### src/sud_defs.svh
`ifndef SUD_DEFS_SVH
`define SUD_DEFS_SVH

// ==========================================================
// instruction word fields
`define SUD_F_ADJUST_INDEX_B_DEST_INDEX      2:0
`define SUD_F_LOAD_A     18:0
`define SUD_F_HIGH_HALF_IMM     15:0
`define SUD_F_FACT_A    9:1
`define SUD_F_FACT_B    18:10
`define SUD_B_SIGN_B    1
`define SUD_B_SIGN_A    2
`define SUD_F_BYTE_IMM      10:3
`define SUD_F_IMM13     15:3
`define SUD_F_BITOP     6:3
`define SUD_F_OTHER_FILE_SEL     7:3
`define SUD_F_ADJ_IDX   4:3
`define SUD_F_ADJ_SEL   8:5
`define SUD_B_RND       8
`define SUD_F_SECOND_SRC_INDEX      13:9
`define SUD_F_FIRST_SRC_INDEX      18:14
`define SUD_F_DST       23:19
`define SUD_F_VEC_ADJUST_INDEX_B_INDEX     20:19
`define SUD_B_VCHALF    21
`define SUD_F_VCXF_LO   23:22
`define SUD_B_VCXF_HI   0
`define SUD_F_OPC       31:24
`define SUD_B_OPC_TOP   7
`define SUD_B_OPC_IMM   5
`define SUD_B_OPC_UNS   4

// ==========================================================
// opcodes and constants
`define SUD_OPC_MOVI    8'h65
`define SUD_OPC_SETHI   8'h75
`define SUD_OPC_TOFILE  8'h6A
`define SUD_OPC_FRFILE  8'h6B
`define SUD_OPC_VEC     8'h24
`define SUD_OPC_VECMS   8'h45
`define SUD_OPC_BVEC    8'h0F
`define SUD_OPC_BVMAD   8'h04
`define SUD_OPC_BVMADS  8'h05
`define SUD_OPC_BITOP   8'h42
`define SUD_OPC_NOP     8'h4F
`define SUD_ADJUST_INDEX_B_DEST_INDEX_LIMIT  3'h4
`define SUD_SEL_ADD     4'h4
`define SUD_ZERO_REG    5'h1F
`define SUD_SHIFT_BAD   6'h20
`define SUD_RF_CONDS    5'h0D
`define SUD_RF_ALIAS    5'h12
`define SUD_RF_ALIASED  5'h02
`define SUD_XF_PAIR     3'h7

// ==========================================================
// register map (byte offsets)
`define SUD_REG_INSN    8'h00
`define SUD_REG_STATUS  8'h04
`define SUD_REG_ADJUST_INDEX_B    8'h08
`define SUD_REG_S2V     8'h0C
`define SUD_REG_FACT    8'h10
`define SUD_REG_FIELDS  8'h14
`define SUD_GPR_WIN     1'b1

`endif

### src/sud_pkg.sv
package sud_pkg;
    typedef enum logic [2:0] {
        SUD_OP_NONE,
        SUD_OP_ARITH,
        SUD_OP_MOVI,
        SUD_OP_SETHI,
        SUD_OP_TOFILE,
        SUD_OP_FRFILE,
        SUD_OP_S2V
    } sud_op_t;

    typedef enum logic [0:0] {
        SUD_ST_IDLE,
        SUD_ST_EXEC
    } sud_state_t;
endpackage

### src/sud_core.sv
`timescale 1ns/100ps
`include "sud_defs.svh"

module sud_core (
    input  wire logic        clk,
    input  wire logic        rst_n,
    input  wire logic [7:0]  avs_address,
    input  wire logic        avs_read,
    input  wire logic        avs_write,
    input  wire logic [31:0] avs_writedata,
    input  wire logic [3:0]  avs_byteenable,
    output logic      [31:0] avs_readdata,
    output logic             avs_waitrequest,
    input  wire logic [31:0] vector_adjust_index_b_reg0,
    input  wire logic [31:0] vector_adjust_index_b_reg1,
    input  wire logic [31:0] vector_adjust_index_b_reg2,
    input  wire logic [31:0] vector_adjust_index_b_reg3,
    input  wire logic [31:0] ofile_rdata,
    output logic             ofile_wr,
    output logic      [4:0]  ofile_sel,
    output logic      [4:0]  ofile_idx,
    output logic      [31:0] ofile_wdata,
    output logic             s2v_valid,
    output logic      [15:0] s2v_mask,
    output logic      [9:0]  s2v_factor_a,
    output logic      [9:0]  s2v_factor_b
);
    import sud_pkg::*;

    // ==========================================================
    // helper functions
    function automatic logic [31:0] be_merge(input logic [31:0] old_v,
                                             input logic [31:0] new_v,
                                             input logic [3:0]  be);
        logic [31:0] m;
        m = old_v;
        for (int b = 0; b < 4; b++) begin
            if (be[b]) begin
                m[b*8 +: 8] = new_v[b*8 +: 8];
            end
        end
        return m;
    endfunction

    // source bit of the 32-bit {pair, half} word for output bit idx
    function automatic logic [4:0] xf_src(input logic [2:0] mode, input logic [3:0] idx);
        logic [4:0] s;
        s = {1'b0, idx};
        case (mode)
            3'h0: s = {1'b0, idx};
            3'h1: s = {1'b0, idx[3:2], 2'b10};
            3'h2: s = {1'b0, idx[3], 2'b10, idx[0]};
            3'h3: s = {1'b0, idx[3:2], idx[1] & ~idx[0], 1'b0};
            3'h4: s = {1'b0, idx[3:2], idx[1] & idx[0], 1'b1};
            3'h5: s = {1'b0, idx[3:1], 1'b0};
            3'h6: s = {1'b0, idx[3:2], 2'b01};
            default: s = {idx, 1'b0};
        endcase
        return s;
    endfunction

    function automatic logic known_file(input logic [4:0] sel, input logic wr);
        logic k;
        k = 1'b0;
        case (sel)
            5'h00, 5'h01, 5'h02, 5'h03: k = 1'b1;
            5'h08, 5'h09, 5'h0A, 5'h0B, 5'h0C: k = 1'b1;
            5'h14, 5'h15, 5'h16, 5'h17, 5'h18: k = 1'b1;
            5'h0D: k = ~wr;
            5'h12: k = wr;
            default: k = 1'b0;
        endcase
        return k;
    endfunction

    // ==========================================================
    // state
    sud_state_t  state_r;
    logic [31:0] insn_r;
    logic [31:0] gpr_r [0:30];
    logic [7:0]  adjust_index_b_r [0:3];
    logic        wait_r;
    logic [31:0] rdata_r;
    logic [11:0] status_r;
    logic        ofile_wr_r;
    logic [4:0]  ofile_sel_r;
    logic [4:0]  ofile_idx_r;
    logic [31:0] ofile_wdata_r;
    logic        s2v_valid_r;
    logic [15:0] s2v_mask_r;
    logic [9:0]  fact_a_r;
    logic [9:0]  fact_b_r;

    // ==========================================================
    // field decode
    wire [7:0]  opc       = insn_r[`SUD_F_OPC];
    wire        scalar_op = ~opc[`SUD_B_OPC_TOP];
    wire [2:0]  adjust_index_b_dest_index = insn_r[`SUD_F_ADJUST_INDEX_B_DEST_INDEX];
    wire        adjust_index_b_dest_index_ok   = adjust_index_b_dest_index < `SUD_ADJUST_INDEX_B_DEST_INDEX_LIMIT;
    wire [4:0]  first_src_index  = insn_r[`SUD_F_FIRST_SRC_INDEX];
    wire [4:0]  second_src_index = insn_r[`SUD_F_SECOND_SRC_INDEX];
    wire [4:0]  dest_index       = insn_r[`SUD_F_DST];
    wire [1:0]  adjust_index_b   = insn_r[`SUD_F_ADJ_IDX];
    wire [3:0]  adjust_bit_sel   = insn_r[`SUD_F_ADJ_SEL];
    wire [31:0] load_a = {{13{insn_r[18]}}, insn_r[`SUD_F_LOAD_A]};
    wire [15:0] high_half_imm = insn_r[`SUD_F_HIGH_HALF_IMM];
    wire [7:0]  byte_imm  = insn_r[`SUD_F_BYTE_IMM];
    wire [31:0] word_imm13 = {{19{insn_r[15]}}, insn_r[`SUD_F_IMM13]};
    wire [3:0]  bitop_sel = insn_r[`SUD_F_BITOP];
    wire [4:0]  other_file_sel = insn_r[`SUD_F_OTHER_FILE_SEL];
    wire [1:0]  vec_adjust_index_b_index = insn_r[`SUD_F_VEC_ADJUST_INDEX_B_INDEX];
    wire        vec_adjust_index_b_half_sel = insn_r[`SUD_B_VCHALF];
    wire [2:0]  vec_adjust_index_b_transform = {insn_r[`SUD_B_VCXF_HI], insn_r[`SUD_F_VCXF_LO]};
    wire [9:0]  vec_factor_a = {insn_r[9], insn_r[`SUD_F_FACT_A]};
    wire [9:0]  vec_factor_b = {insn_r[18], insn_r[`SUD_F_FACT_B]};
    wire        mul_src_b_signed = insn_r[`SUD_B_SIGN_B];
    wire        mul_src_a_signed = insn_r[`SUD_B_SIGN_A];
    wire        mul_round_sel    = insn_r[`SUD_B_RND];

    // ==========================================================
    // source adjustment
    wire [7:0]  adj_adjust_index_b = adjust_index_b_r[adjust_index_b];
    wire        adj_bit  = (adjust_bit_sel[3]) ? 1'b0 : adj_adjust_index_b[adjust_bit_sel[2:0]];
    wire [1:0]  adj_sum  = second_src_index[1:0] + adj_adjust_index_b[5:4];
    wire [4:0]  adjusted_second_src = (adjust_bit_sel == `SUD_SEL_ADD) ?
                {second_src_index[4:2], adj_sum} :
                {second_src_index[4:1], second_src_index[0] ^ adj_bit};

    // r31 reads as zero
    wire [31:0] s1 = (first_src_index == `SUD_ZERO_REG) ? 32'h0 : gpr_r[first_src_index];
    wire [31:0] s2_reg = (adjusted_second_src == `SUD_ZERO_REG) ? 32'h0 :
                         gpr_r[adjusted_second_src];
    wire [31:0] dst_old = (dest_index == `SUD_ZERO_REG) ? 32'h0 : gpr_r[dest_index];
    wire [31:0] s2 = opc[`SUD_B_OPC_IMM] ? word_imm13 : s2_reg;

    // ==========================================================
    // opcode class
    wire is_file_mov = (opc == `SUD_OPC_TOFILE) || (opc == `SUD_OPC_FRFILE);
    wire arith_nib = (opc[3:0] == 4'h1) || (opc[3:0] >= 4'h8 && opc[3:0] <= 4'hE);
    wire is_arith = scalar_op && (opc[6] == 1'b1) && arith_nib && !is_file_mov;
    wire is_s2v = (opc == `SUD_OPC_VEC) || (opc == `SUD_OPC_VECMS) ||
                  (opc == `SUD_OPC_BVEC) || (opc == `SUD_OPC_BVMAD) ||
                  (opc == `SUD_OPC_BVMADS);
    sud_op_t op_class;
    assign op_class = !scalar_op              ? SUD_OP_NONE   :
                      (opc == `SUD_OPC_MOVI)  ? SUD_OP_MOVI   :
                      (opc == `SUD_OPC_SETHI) ? SUD_OP_SETHI  :
                      (opc == `SUD_OPC_TOFILE) ? SUD_OP_TOFILE :
                      (opc == `SUD_OPC_FRFILE) ? SUD_OP_FRFILE :
                      is_arith                ? SUD_OP_ARITH  :
                      is_s2v                  ? SUD_OP_S2V    : SUD_OP_NONE;

    // ==========================================================
    // arithmetic group
    wire signed [31:0] prod = $signed(s1[15:0]) * $signed(s2[15:0]);
    wire        s_lt = $signed(s1) < $signed(s2);
    wire [5:0]  amt_raw = s2[5:0];
    wire [5:0]  amt = (amt_raw == `SUD_SHIFT_BAD) ? 6'h00 : amt_raw;
    wire [5:0]  amt_mag = amt[5] ? 6'(-amt) : amt;
    wire        logical = opc[`SUD_B_OPC_UNS];
    wire [31:0] sh_right = logical ? (s1 >> amt_mag) :
                           32'($signed(s1) >>> amt_mag);
    wire [31:0] sh_res = amt[5] ? (s1 << amt_mag) : sh_right;
    logic [31:0] ar_res;
    always_comb begin
        case (opc[3:0])
            4'h1:    ar_res = 32'(prod);
            4'h8:    ar_res = s_lt ? s1 : s2;
            4'h9:    ar_res = s_lt ? s2 : s1;
            4'hA:    ar_res = s1[31] ? 32'(-s1) : s1;
            4'hB:    ar_res = 32'(-s1);
            4'hC:    ar_res = s1 + s2;
            4'hD:    ar_res = s1 - s2;
            4'hE:    ar_res = sh_res;
            default: ar_res = 32'h0;
        endcase
    end
    wire [7:0] ar_flags = {2'b00, ar_res[21], ar_res[20], ar_res[20] ^ s1[20],
                           ar_res[19], ar_res == 32'h0, ar_res[31]};

    // ==========================================================
    // mask transform for the scalar-to-vector bus
    logic [31:0] vc_sel;
    logic [31:0] vc_pair;
    always_comb begin
        case (vec_adjust_index_b_index)
            2'h0:    vc_sel = vector_adjust_index_b_reg0;
            2'h1:    vc_sel = vector_adjust_index_b_reg1;
            2'h2:    vc_sel = vector_adjust_index_b_reg2;
            default: vc_sel = vector_adjust_index_b_reg3;
        endcase
        vc_pair = vec_adjust_index_b_index[1] ? vector_adjust_index_b_reg3 : vector_adjust_index_b_reg1;
    end
    wire [15:0] half_a = vec_adjust_index_b_half_sel ? vc_sel[31:16] : vc_sel[15:0];
    wire [15:0] half_b = vec_adjust_index_b_half_sel ? vc_pair[31:16] : vc_pair[15:0];
    wire [31:0] xf_in  = (vec_adjust_index_b_transform == `SUD_XF_PAIR) ?
                         {half_b, half_a} : {16'h0, half_a};
    wire [15:0] xf_mask;
    genvar gi;
    generate
        for (gi = 0; gi < 16; gi++) begin : g_xf
            assign xf_mask[gi] = xf_in[xf_src(vec_adjust_index_b_transform, 4'(gi))];
        end
    endgenerate

    // ==========================================================
    // execute: next values
    wire [4:0] ofile_eff = (other_file_sel == `SUD_RF_ALIAS) ? `SUD_RF_ALIASED :
                           other_file_sel;
    wire [31:0] adjust_index_b_rd = (first_src_index[4:2] != 3'h0) ? 32'h0 :
                          {24'h0, adjust_index_b_r[first_src_index[1:0]]};
    logic        dst_we;
    logic [31:0] dst_val;
    logic        c_we;
    logic [7:0]  c_val;
    logic        ofw_nxt;
    logic        unk_nxt;
    always_comb begin
        dst_we  = 1'b0;
        dst_val = 32'h0;
        c_we    = 1'b0;
        c_val   = 8'h00;
        ofw_nxt = 1'b0;
        unk_nxt = 1'b0;
        case (op_class)
            SUD_OP_ARITH: begin
                dst_we  = 1'b1;
                dst_val = ar_res;
                c_we    = adjust_index_b_dest_index_ok;
                c_val   = ar_flags;
            end
            SUD_OP_MOVI: begin
                dst_we  = 1'b1;
                dst_val = load_a;
            end
            SUD_OP_SETHI: begin
                dst_we  = 1'b1;
                dst_val = {high_half_imm, dst_old[15:0]};
            end
            SUD_OP_TOFILE: begin
                ofw_nxt = known_file(other_file_sel, 1'b1);
                unk_nxt = ~ofw_nxt;
                c_we    = adjust_index_b_dest_index_ok;
            end
            SUD_OP_FRFILE: begin
                dst_we  = known_file(other_file_sel, 1'b0);
                unk_nxt = ~dst_we;
                dst_val = (other_file_sel == `SUD_RF_CONDS) ? adjust_index_b_rd : ofile_rdata;
                c_we    = adjust_index_b_dest_index_ok;
            end
            default: begin
                dst_we = 1'b0;
            end
        endcase
        if (dest_index == `SUD_ZERO_REG) begin
            dst_we = 1'b0;
        end
    end

    // ==========================================================
    // Avalon slave decode
    wire        req      = avs_read | avs_write;
    // one wait cycle; held off while an instruction executes
    wire        accept   = req && wait_r && (state_r == SUD_ST_IDLE);
    wire        done     = req && !wait_r;
    wire        wr_done  = done && avs_write;
    wire        gpr_hit  = avs_address[7] == `SUD_GPR_WIN;
    wire [4:0]  gpr_a    = avs_address[6:2];
    wire        insn_wr  = wr_done && (avs_address == `SUD_REG_INSN);
    wire        adjust_index_b_wr  = wr_done && (avs_address == `SUD_REG_ADJUST_INDEX_B);
    wire [31:0] adjust_index_b_word = {adjust_index_b_r[3], adjust_index_b_r[2], adjust_index_b_r[1], adjust_index_b_r[0]};
    logic [31:0] rd_mux;
    always_comb begin
        rd_mux = 32'h0;
        if (gpr_hit) begin
            rd_mux = (gpr_a == `SUD_ZERO_REG) ? 32'h0 : gpr_r[gpr_a];
        end else begin
            case (avs_address)
                `SUD_REG_INSN:   rd_mux = insn_r;
                `SUD_REG_STATUS: rd_mux = {20'h0, status_r};
                `SUD_REG_ADJUST_INDEX_B:   rd_mux = adjust_index_b_word;
                `SUD_REG_S2V:    rd_mux = {15'h0, s2v_valid_r, s2v_mask_r};
                `SUD_REG_FACT:   rd_mux = {6'h0, fact_b_r, 6'h0, fact_a_r};
                `SUD_REG_FIELDS: rd_mux = {12'h0, mul_round_sel, mul_src_a_signed,
                                           mul_src_b_signed, other_file_sel,
                                           bitop_sel, byte_imm};
                default:         rd_mux = 32'h0;
            endcase
        end
    end

    // ==========================================================
    // sequencing and bus answer
    always_ff @(posedge clk) begin
        if (!rst_n) begin
            state_r <= SUD_ST_IDLE;
            wait_r  <= 1'b1;
            rdata_r <= 32'h0;
            insn_r  <= 32'h0;
        end else begin
            wait_r  <= ~accept;
            if (accept) begin
                rdata_r <= rd_mux;
            end
            if (insn_wr) begin
                insn_r  <= avs_writedata;
                state_r <= SUD_ST_EXEC;
            end else begin
                state_r <= SUD_ST_IDLE;
            end
        end
    end

    // ==========================================================
    // scalar and condition registers
    always_ff @(posedge clk) begin
        if (!rst_n) begin
            for (int i = 0; i < 31; i++) begin
                gpr_r[i] <= 32'h0;
            end
            for (int j = 0; j < 4; j++) begin
                adjust_index_b_r[j] <= 8'h00;
            end
        end else if (state_r == SUD_ST_EXEC) begin
            if (dst_we) begin
                gpr_r[dest_index] <= dst_val;
            end
            if (c_we) begin
                adjust_index_b_r[adjust_index_b_dest_index[1:0]] <= c_val;
            end
        end else if (wr_done && gpr_hit && gpr_a != `SUD_ZERO_REG) begin
            gpr_r[gpr_a] <= be_merge(gpr_r[gpr_a], avs_writedata, avs_byteenable);
        end else if (adjust_index_b_wr) begin
            for (int j = 0; j < 4; j++) begin
                if (avs_byteenable[j]) begin
                    adjust_index_b_r[j] <= avs_writedata[j*8 +: 8];
                end
            end
        end
    end

    // ==========================================================
    // outward strobes, s2v bus and status
    always_ff @(posedge clk) begin
        if (!rst_n) begin
            ofile_wr_r    <= 1'b0;
            ofile_sel_r   <= 5'h00;
            ofile_idx_r   <= 5'h00;
            ofile_wdata_r <= 32'h0;
            s2v_valid_r   <= 1'b0;
            s2v_mask_r    <= 16'h0;
            fact_a_r      <= 10'h0;
            fact_b_r      <= 10'h0;
            status_r      <= 12'h0;
        end else begin
            ofile_wr_r  <= (state_r == SUD_ST_EXEC) && ofw_nxt;
            s2v_valid_r <= 1'b0;
            if (insn_wr) begin
                // read side of a from-file move looks at first source index
                ofile_sel_r <= avs_writedata[`SUD_F_OTHER_FILE_SEL];
                ofile_idx_r <= avs_writedata[`SUD_F_FIRST_SRC_INDEX];
            end
            if (state_r == SUD_ST_EXEC) begin
                if (op_class == SUD_OP_TOFILE) begin
                    ofile_sel_r   <= ofile_eff;
                    ofile_idx_r   <= dest_index;
                    ofile_wdata_r <= s1;
                end
                if (op_class == SUD_OP_S2V) begin
                    s2v_valid_r <= 1'b1;
                    s2v_mask_r  <= xf_mask;
                    fact_a_r    <= vec_factor_a;
                    fact_b_r    <= vec_factor_b;
                end
                status_r <= {unk_nxt, op_class == SUD_OP_S2V, c_we,
                             op_class == SUD_OP_ARITH, opc};
            end
        end
    end

    assign avs_readdata    = rdata_r;
    assign avs_waitrequest = wait_r;
    assign ofile_wr        = ofile_wr_r;
    assign ofile_sel       = ofile_sel_r;
    assign ofile_idx       = ofile_idx_r;
    assign ofile_wdata     = ofile_wdata_r;
    assign s2v_valid       = s2v_valid_r;
    assign s2v_mask        = s2v_mask_r;
    assign s2v_factor_a    = fact_a_r;
    assign s2v_factor_b    = fact_b_r;
endmodule

### config.mk
export PLATFORM = sky130hd
export DESIGN_NAME = sud_core
export DESIGN_NICKNAME = d
export VERILOG_FILES = /design/src/sud_pkg.sv /design/src/sud_core.sv
export VERILOG_INCLUDE_DIRS = /design/src
export SDC_FILE = /design/constraint.sdc
export NUM_CORES = 2
export LEC_CHECK = 0
export BUFFER_PORTS_ARGS = -buffer_cell sky130_fd_sc_hd__buf_4
export CAP_MARGIN = 15
export CORE_UTILIZATION = 35
export DETAILED_ROUTE_END_ITERATION = 8
export GPL_ROUTABILITY_DRIVEN = 0
export PLACE_DENSITY = 0.57
export SKIP_LAST_GASP = 1
export SYNTH_ARGS = -nofsm -noshare
export SYNTH_HDL_FRONTEND = slang
export SYNTH_SLANG_ARGS = --single-unit
### constraint.sdc
create_clock -name clk -period 16.3 [get_ports clk]
set_input_delay 0.815 -clock clk [delete_from_list [all_inputs] [get_ports clk]]
set_output_delay 0.815 -clock clk [all_outputs]
set_load 0.01 [all_outputs]
## After elaboration in Yosys (flattened, before gate mapping)

Memory sizes are Yosys's and may differ from the RTL's. A register that Yosys moved wholly into a read port is not among the register bits.
Index checks and enable logic that the tools add are counted.

| word-level totals | value |
|---|---|
| logic and storage cells | 326 |
| bits in writable memories | 1024 |
| output and inout port bits | 113 |
| input port bits | 208 |
| bits in read-only memories | 64 |
| memories kept | 4 |
| register bits after elaboration | 156 |

Memory list:

| memory | words | width | read ports | clocked after memory_dff | write ports | line | RTL |
|---|---|---|---|---|---|---|---|
| gpr_r | 31 | 32 | 3 | 1 | 31 | sud_core.sv:80 | `logic [31:0] gpr_r [0:30];` |
| (name not given) | 32 | 1 | 1 | 1 | 0 | sud_core.sv:65 | `case (sel)` |
| (name not given) | 32 | 1 | 1 | 1 | 0 | sud_core.sv:65 |  |
| adjust_index_b_r | 4 | 8 | 6 | 2 | 4 | sud_core.sv:81 | `logic [7:0] adjust_index_b_r [0:3];` |

| cells by class | value |
|---|---|
| multipliers | 1 |
| shift operators | 3 |
| equality and inequality tests | 47 |
| reductions and logical operators | 45 |
| bitwise gates (word level) | 12 |
| muxes and demuxes | 175 |
| order comparisons | 21 |
| add/sub/neg operators | 5 |

Operators by type and width:

| cell | count |
|---|---|
| two-way mux 32 bit | 15 |
| one-hot mux 32 bit (8 select lines) | 1 |
| one-hot mux 32 bit (6 select lines) | 1 |
| two-way mux 8 bit | 22 |
| one-hot mux 32 bit (4 select lines) | 1 |
| < comparator 5 x 6 -> 1 bit, second input constant | 16 |
| one-hot mux 32 bit (3 select lines) | 1 |
| binary-select mux 1 bit (select 5 bit) | 16 |
| two-way mux 5 bit | 15 |
| OR reduction 32 bit | 2 |
| two-way mux 1 bit | 63 |
| one-hot mux 5 bit (3 select lines) | 4 |
| one-hot mux 5 bit (4 select lines) | 3 |
| two-way mux 16 bit | 3 |
| == test 8 x 7 -> 1 bit, second input constant | 5 |
| one-hot mux 4 bit (3 select lines) | 3 |
| adder 32 bit | 1 |
| zero test 32 bit | 1 |
| < comparator 32 bit | 1 |
| multiplier 16 x 16 -> 32 bit | 1 |
| negator 32 bit | 1 |
| << shifter 32 x 6 -> 32 bit | 1 |
| >> shifter 32 x 6 -> 32 bit | 1 |
| >>> shifter 32 x 6 -> 32 bit | 1 |
| 49 further kinds | 130 |

## Longest topological paths before layout

| depth | value |
|---|---|
| depth in word-level cells | 24 |
| gate-level depth with buffers | 52 |
| depth with buffers taken out | 41 |

## Least setup slack after synthesis

OpenSTA, ideal clock, no wires.

| timing | value |
|---|---|
| path type | flip-flop to flip-flop |
| start | reg with a tool-made name |
| end | mem gpr_r[0][28] (data pin) |
| period minus slack after synthesis | 11322 ps |
| required time | 16034 ps |
| library setup time | 266 ps |
| arrival time | 11056 ps |
| cell stages (with the launch flop) | 49 |
| path slack | 4978 ps |
| path through | dfxtp_1 > buf_6 > mux4_2 > ha_1 > nor2_1 > a22o_1 > a21o_1 > mux2i_4 > buf_6 > buf_6 > buf_6 > buf_6 > buf_4 > buf_2 > buf_2 > mux4_2 > mux4_2 > nand2_1 > [... 13 more ...] > inv_1 > ha_1 > a21o_1 > nand2_1 > nand2_1 > o31a_1 > a41oi_1 > a21oi_1 > a41oi_1 > nor3b_1 > a21oi_1 > nor2_1 > or4_1 > nand2_1 > a21oi_1 > a21oi_1 > clkbuf_1 > nor2_1 |

RTL lines:

| element | line |
|---|---|
| to (decl) | sud_core.sv:80 |

==> flow_summary.ini <==
[outcome]
status = finished with violations
failed_checks = DRC

[synthesis]
synth_area_sq_um = 92370
synth_compound_area_share_pct = 10.34
async_flop_share_pct = 0
ys_ff_latch = 1221
synthCells = 8208
synthMuxAreaShare_pct = 25.38
yosys_most_used_dff = edfxtp_1
synth_fa_ha_area_share_pct = 7.767
synth-xor-area-share_pct = 0.8168
synth_warnings = 0
ys_seq_area_share_pct = 37.82
syn-mean-instance-area_sq_um = 11.25
synth_cell_types = 118
synth_edf_count = 1048
synth-simple-area-share_pct = 12.56
synth_top_family_by_area = multiplexers

[grt]
track_usage_pct = 30.45
met1_usage_pct = 37.36
grtUsageMet2_pct = 44.48
antenna_found_initial = 28
grt-ovfl-total = 0
gr-max-usage-layer = met2
grt_pass1_vias = 75950
grtUsageMet3_pct = 10.48
grt_max_degree = 121
grt_pass1_wl_um = 577100

[critical_path]
worstRegToRegCells = 39
r2r_slack_ns = 2.15
slowest_delay_ns = 0.66
critPathSlowestCell = a2111oi_0
required_ns = 16.95
cp-start-kind = register
critPathArrivalTime_ns = 14.79
timing.rr.end = adjust_index_b_r[3][1]$_DFFE_PP_
worstSetupPathType = reg -> reg
end_kind = register
cp_max_fo = 27

[timing]
fin_ws_ns = 2.154
finalHoldViolCount = 0
worst_pin_slew_ns = 1.457
clock.fmax_mhz = 70.69
post-route-min-period_ns = 14.15
skew_ns = 0.09245
setup_viol = 0
maxSlewHeadroom_pct = 1.853
rsz0062_at_grt = no
fin_setup_tns_ns = 0
maxSlewViolCount = 0
finalCritPeriodShare_pct = 86.78

[die]
rows = 188
die_h_um = 515.7
start_util_pct = 35.19
ios = 321
die_area_sq_um = 266000
die_w_um = 515.7
core_sq_um = 262500

[final_layout]
area_delta_synth_final_pct = 12.17
fin_area_sq_um = 103600
nets = 8912
final_layout_size_suffix_gt1_share_pct = 23.81
fillers = 25190

[pwr]
power_w = 0.009216
power_density_nw_per_um2 = 88.94
ir_drop_uv = 77.72
p_leak_nw = 35.60

[clocking]
postCtsHoldBufs = 0
clkSinkCount = 1221
clock_latency_ns = 0.85
cts-buffers-inserted = 146
cts.clk_slew.worst_paths_ns = 0.07
ctsRootBufferMaster = clkbuf_16
h-tree-depth = 4
cts_resized = 0
clk_path_buf_depth = 4
cts_tree = yes
cts_setup_buffers = 0

[drt]
drt-total-wl_um = 413300
firstDrtPassIters = 9
routed_via_density = 6.618
vias = 78930
drtIter0Drc = 12940
ant_nets = 0
wl_per_cell_um = 34.65
route.detailed.drc = 62

[worst_hold_path]
hp-start = avs_writedata[31]
hold_path_depth = 2
holdCritPathClass = in -> reg
hold_end = adjust_index_b_r[3][7]$_SDFFE_PP0P_

[placed_design]
dpl.hpwl_um = 282200
portBuffers = 320
pre_cts_ws_ns = 2.567
place_area_sq_um = 98860

[run]
max-cap-violations = 0
[per-layer routing]
layer / vias to the layer above / part of all wire (%)
met5: - / 0.079
met4: 16 / 9.0
met3: 1716 / 15
met2: 6872 / 43
met1: 39400 / 34
li1: 30930 / -
[registers in the layout (all words and copies together), names as in the netlist, named ones only]
| signal | count |
|---|---|
| ofile_sel | 5 |
| gpr_r | 1024 |
| s2v_factor_b | 9 |
| state_r | 1 |
| ofile_idx | 5 |
| s2v_valid | 1 |
| ofile_wdata | 32 |
| avs_readdata | 32 |
| avs_waitrequest | 1 |
| insn_r | 32 |
| ofile_wr | 1 |
| s2v_factor_a | 9 |
| adjust_index_b_r | 32 |
| s2v_mask | 16 |
| status_r | 12 |
[cell usage after synthesis, types with 32 or more instances]
cell,number,area share (%)
a211oi_1,84,0.68
a21boi_0,88,0.72
a21oi_1,316,1.7
a221oi_1,39,0.37
a22oi_1,44,0.36
a31oi_1,70,0.47
and2_1,51,0.35
and3_1,48,0.33
buf_1,84,0.34
buf_2,94,0.51
buf_4,40,0.33
clkbuf_1,506,2.1
dfxtp_1,173,3.7
edfxtp_1,1048,34
fa_1,264,5.7
ha_1,151,2.0
inv_1,429,1.7
mux2_2,71,0.87
mux2i_1,144,1.6
mux4_2,940,23
nand2_1,675,2.7
nand2b_1,32,0.22
nand3_1,131,0.71
nor2_1,1456,5.9
nor2b_1,59,0.40
nor3_1,129,0.70
o211ai_1,56,0.46
o21ai_0,282,1.5
o31ai_1,37,0.30
xnor2_1,60,0.57
[metrics by stage]
| stage | std cells | util (%) | hold slack (ns) |
|---|---|---|---|
| after floorplan | 8239 | - | 0.4217 |
| after global placement | 11650 | 37.65 | 0.4359 |
| after detailed placement | 11650 | 37.66 | 0.4426 |
| after CTS | 11900 | 39.41 | 0.2109 |
| after global routing | 11920 | 39.46 | 0.2266 |
| final | 11930 | 39.47 | 0.2338 |
[report_power, final]
group	total [W]	leakage, nW	switching (W)	internal (W)
Clock	0.00328	2.26	0.00139	0.00189
Sequential	0.00356	12.2	0.0000778	0.00348
Combinational	0.00238	21.1	0.00150	0.000877
Total	0.00922	35.6	0.00297	0.00625
[logic make-up after synthesis]
logic type,Yosys count
xor+xnor,84
flops,1221
buf+inv,1191
simple gates,2736
other cells,1
compound gates,1403
mux,1157
fa+ha+maj,415
[area by class of cell]
type | instances | area (sq um) | area share, %
Multi-Input combinational cell | 5827 | 52930 | 51.08
Sequential cell | 1221 | 34960 | 33.74
Timing Repair Buffer | 648 | 5007 | 4.832
Tap cell | 3515 | 4398 | 4.244
Clock buffer | 179 | 3974 | 3.835
Inverter | 445 | 1673 | 1.614
Clock inverter | 74 | 633.1 | 0.6110
Antenna cell | 17 | 42.54 | 0.04106
[critical path: cells and delay by family (launching register included)]
family,cells,cell delay [ns]
fa+ha+maj,8,3.36
compound gates,13,4.49
mux,4,2.19
buf+inv,6,1.36
simple gates,8,1.86
flops,1,0.64
[how the worst max path moves through the flow]
stage / start / endpoint / slack, ns / cells past startpoint
after detailed placement: register / gpr_r[9][26]$_SDFFCE_PN0P_ / 2.57 / 39
after floorplan: register / gpr_r[0][28]$_SDFFCE_PN0P_ / 4.98 / 48
final: register / adjust_index_b_r[3][1]$_DFFE_PP_ / 2.15 / 39
after CTS: register / adjust_index_b_r[3][1]$_DFFE_PP_ / 2.41 / 39
after global routing: register / adjust_index_b_r[3][1]$_DFFE_PP_ / 1.62 / 39
after global placement: register / gpr_r[14][28]$_SDFFCE_PN0P_ / 2.72 / 41
[cells in the final DEF (no fill, tap or decap), types with 33 or more instances in the layout]
master	count
nor2_1	1448
edfxtp_1	1048
mux4_2	940
nand2_1	674
buf_4	633
inv_1	429
a21oi_1	305
o21ai_0	279
fa_1	264
dfxtp_1	161
ha_1	151
clkbuf_16	151
mux2i_1	144
nand3_1	127
nor3_1	126
a21boi_0	88
a211oi_1	84
mux2_2	71
a31oi_1	69
nor2b_1	59
xnor2_1	57
o211ai_1	56
and2_1	51
and3_1	48
a22oi_1	41
a221oi_1	39
o31ai_1	36
clkinv_1	33
(Power assumes the default switching activity.)
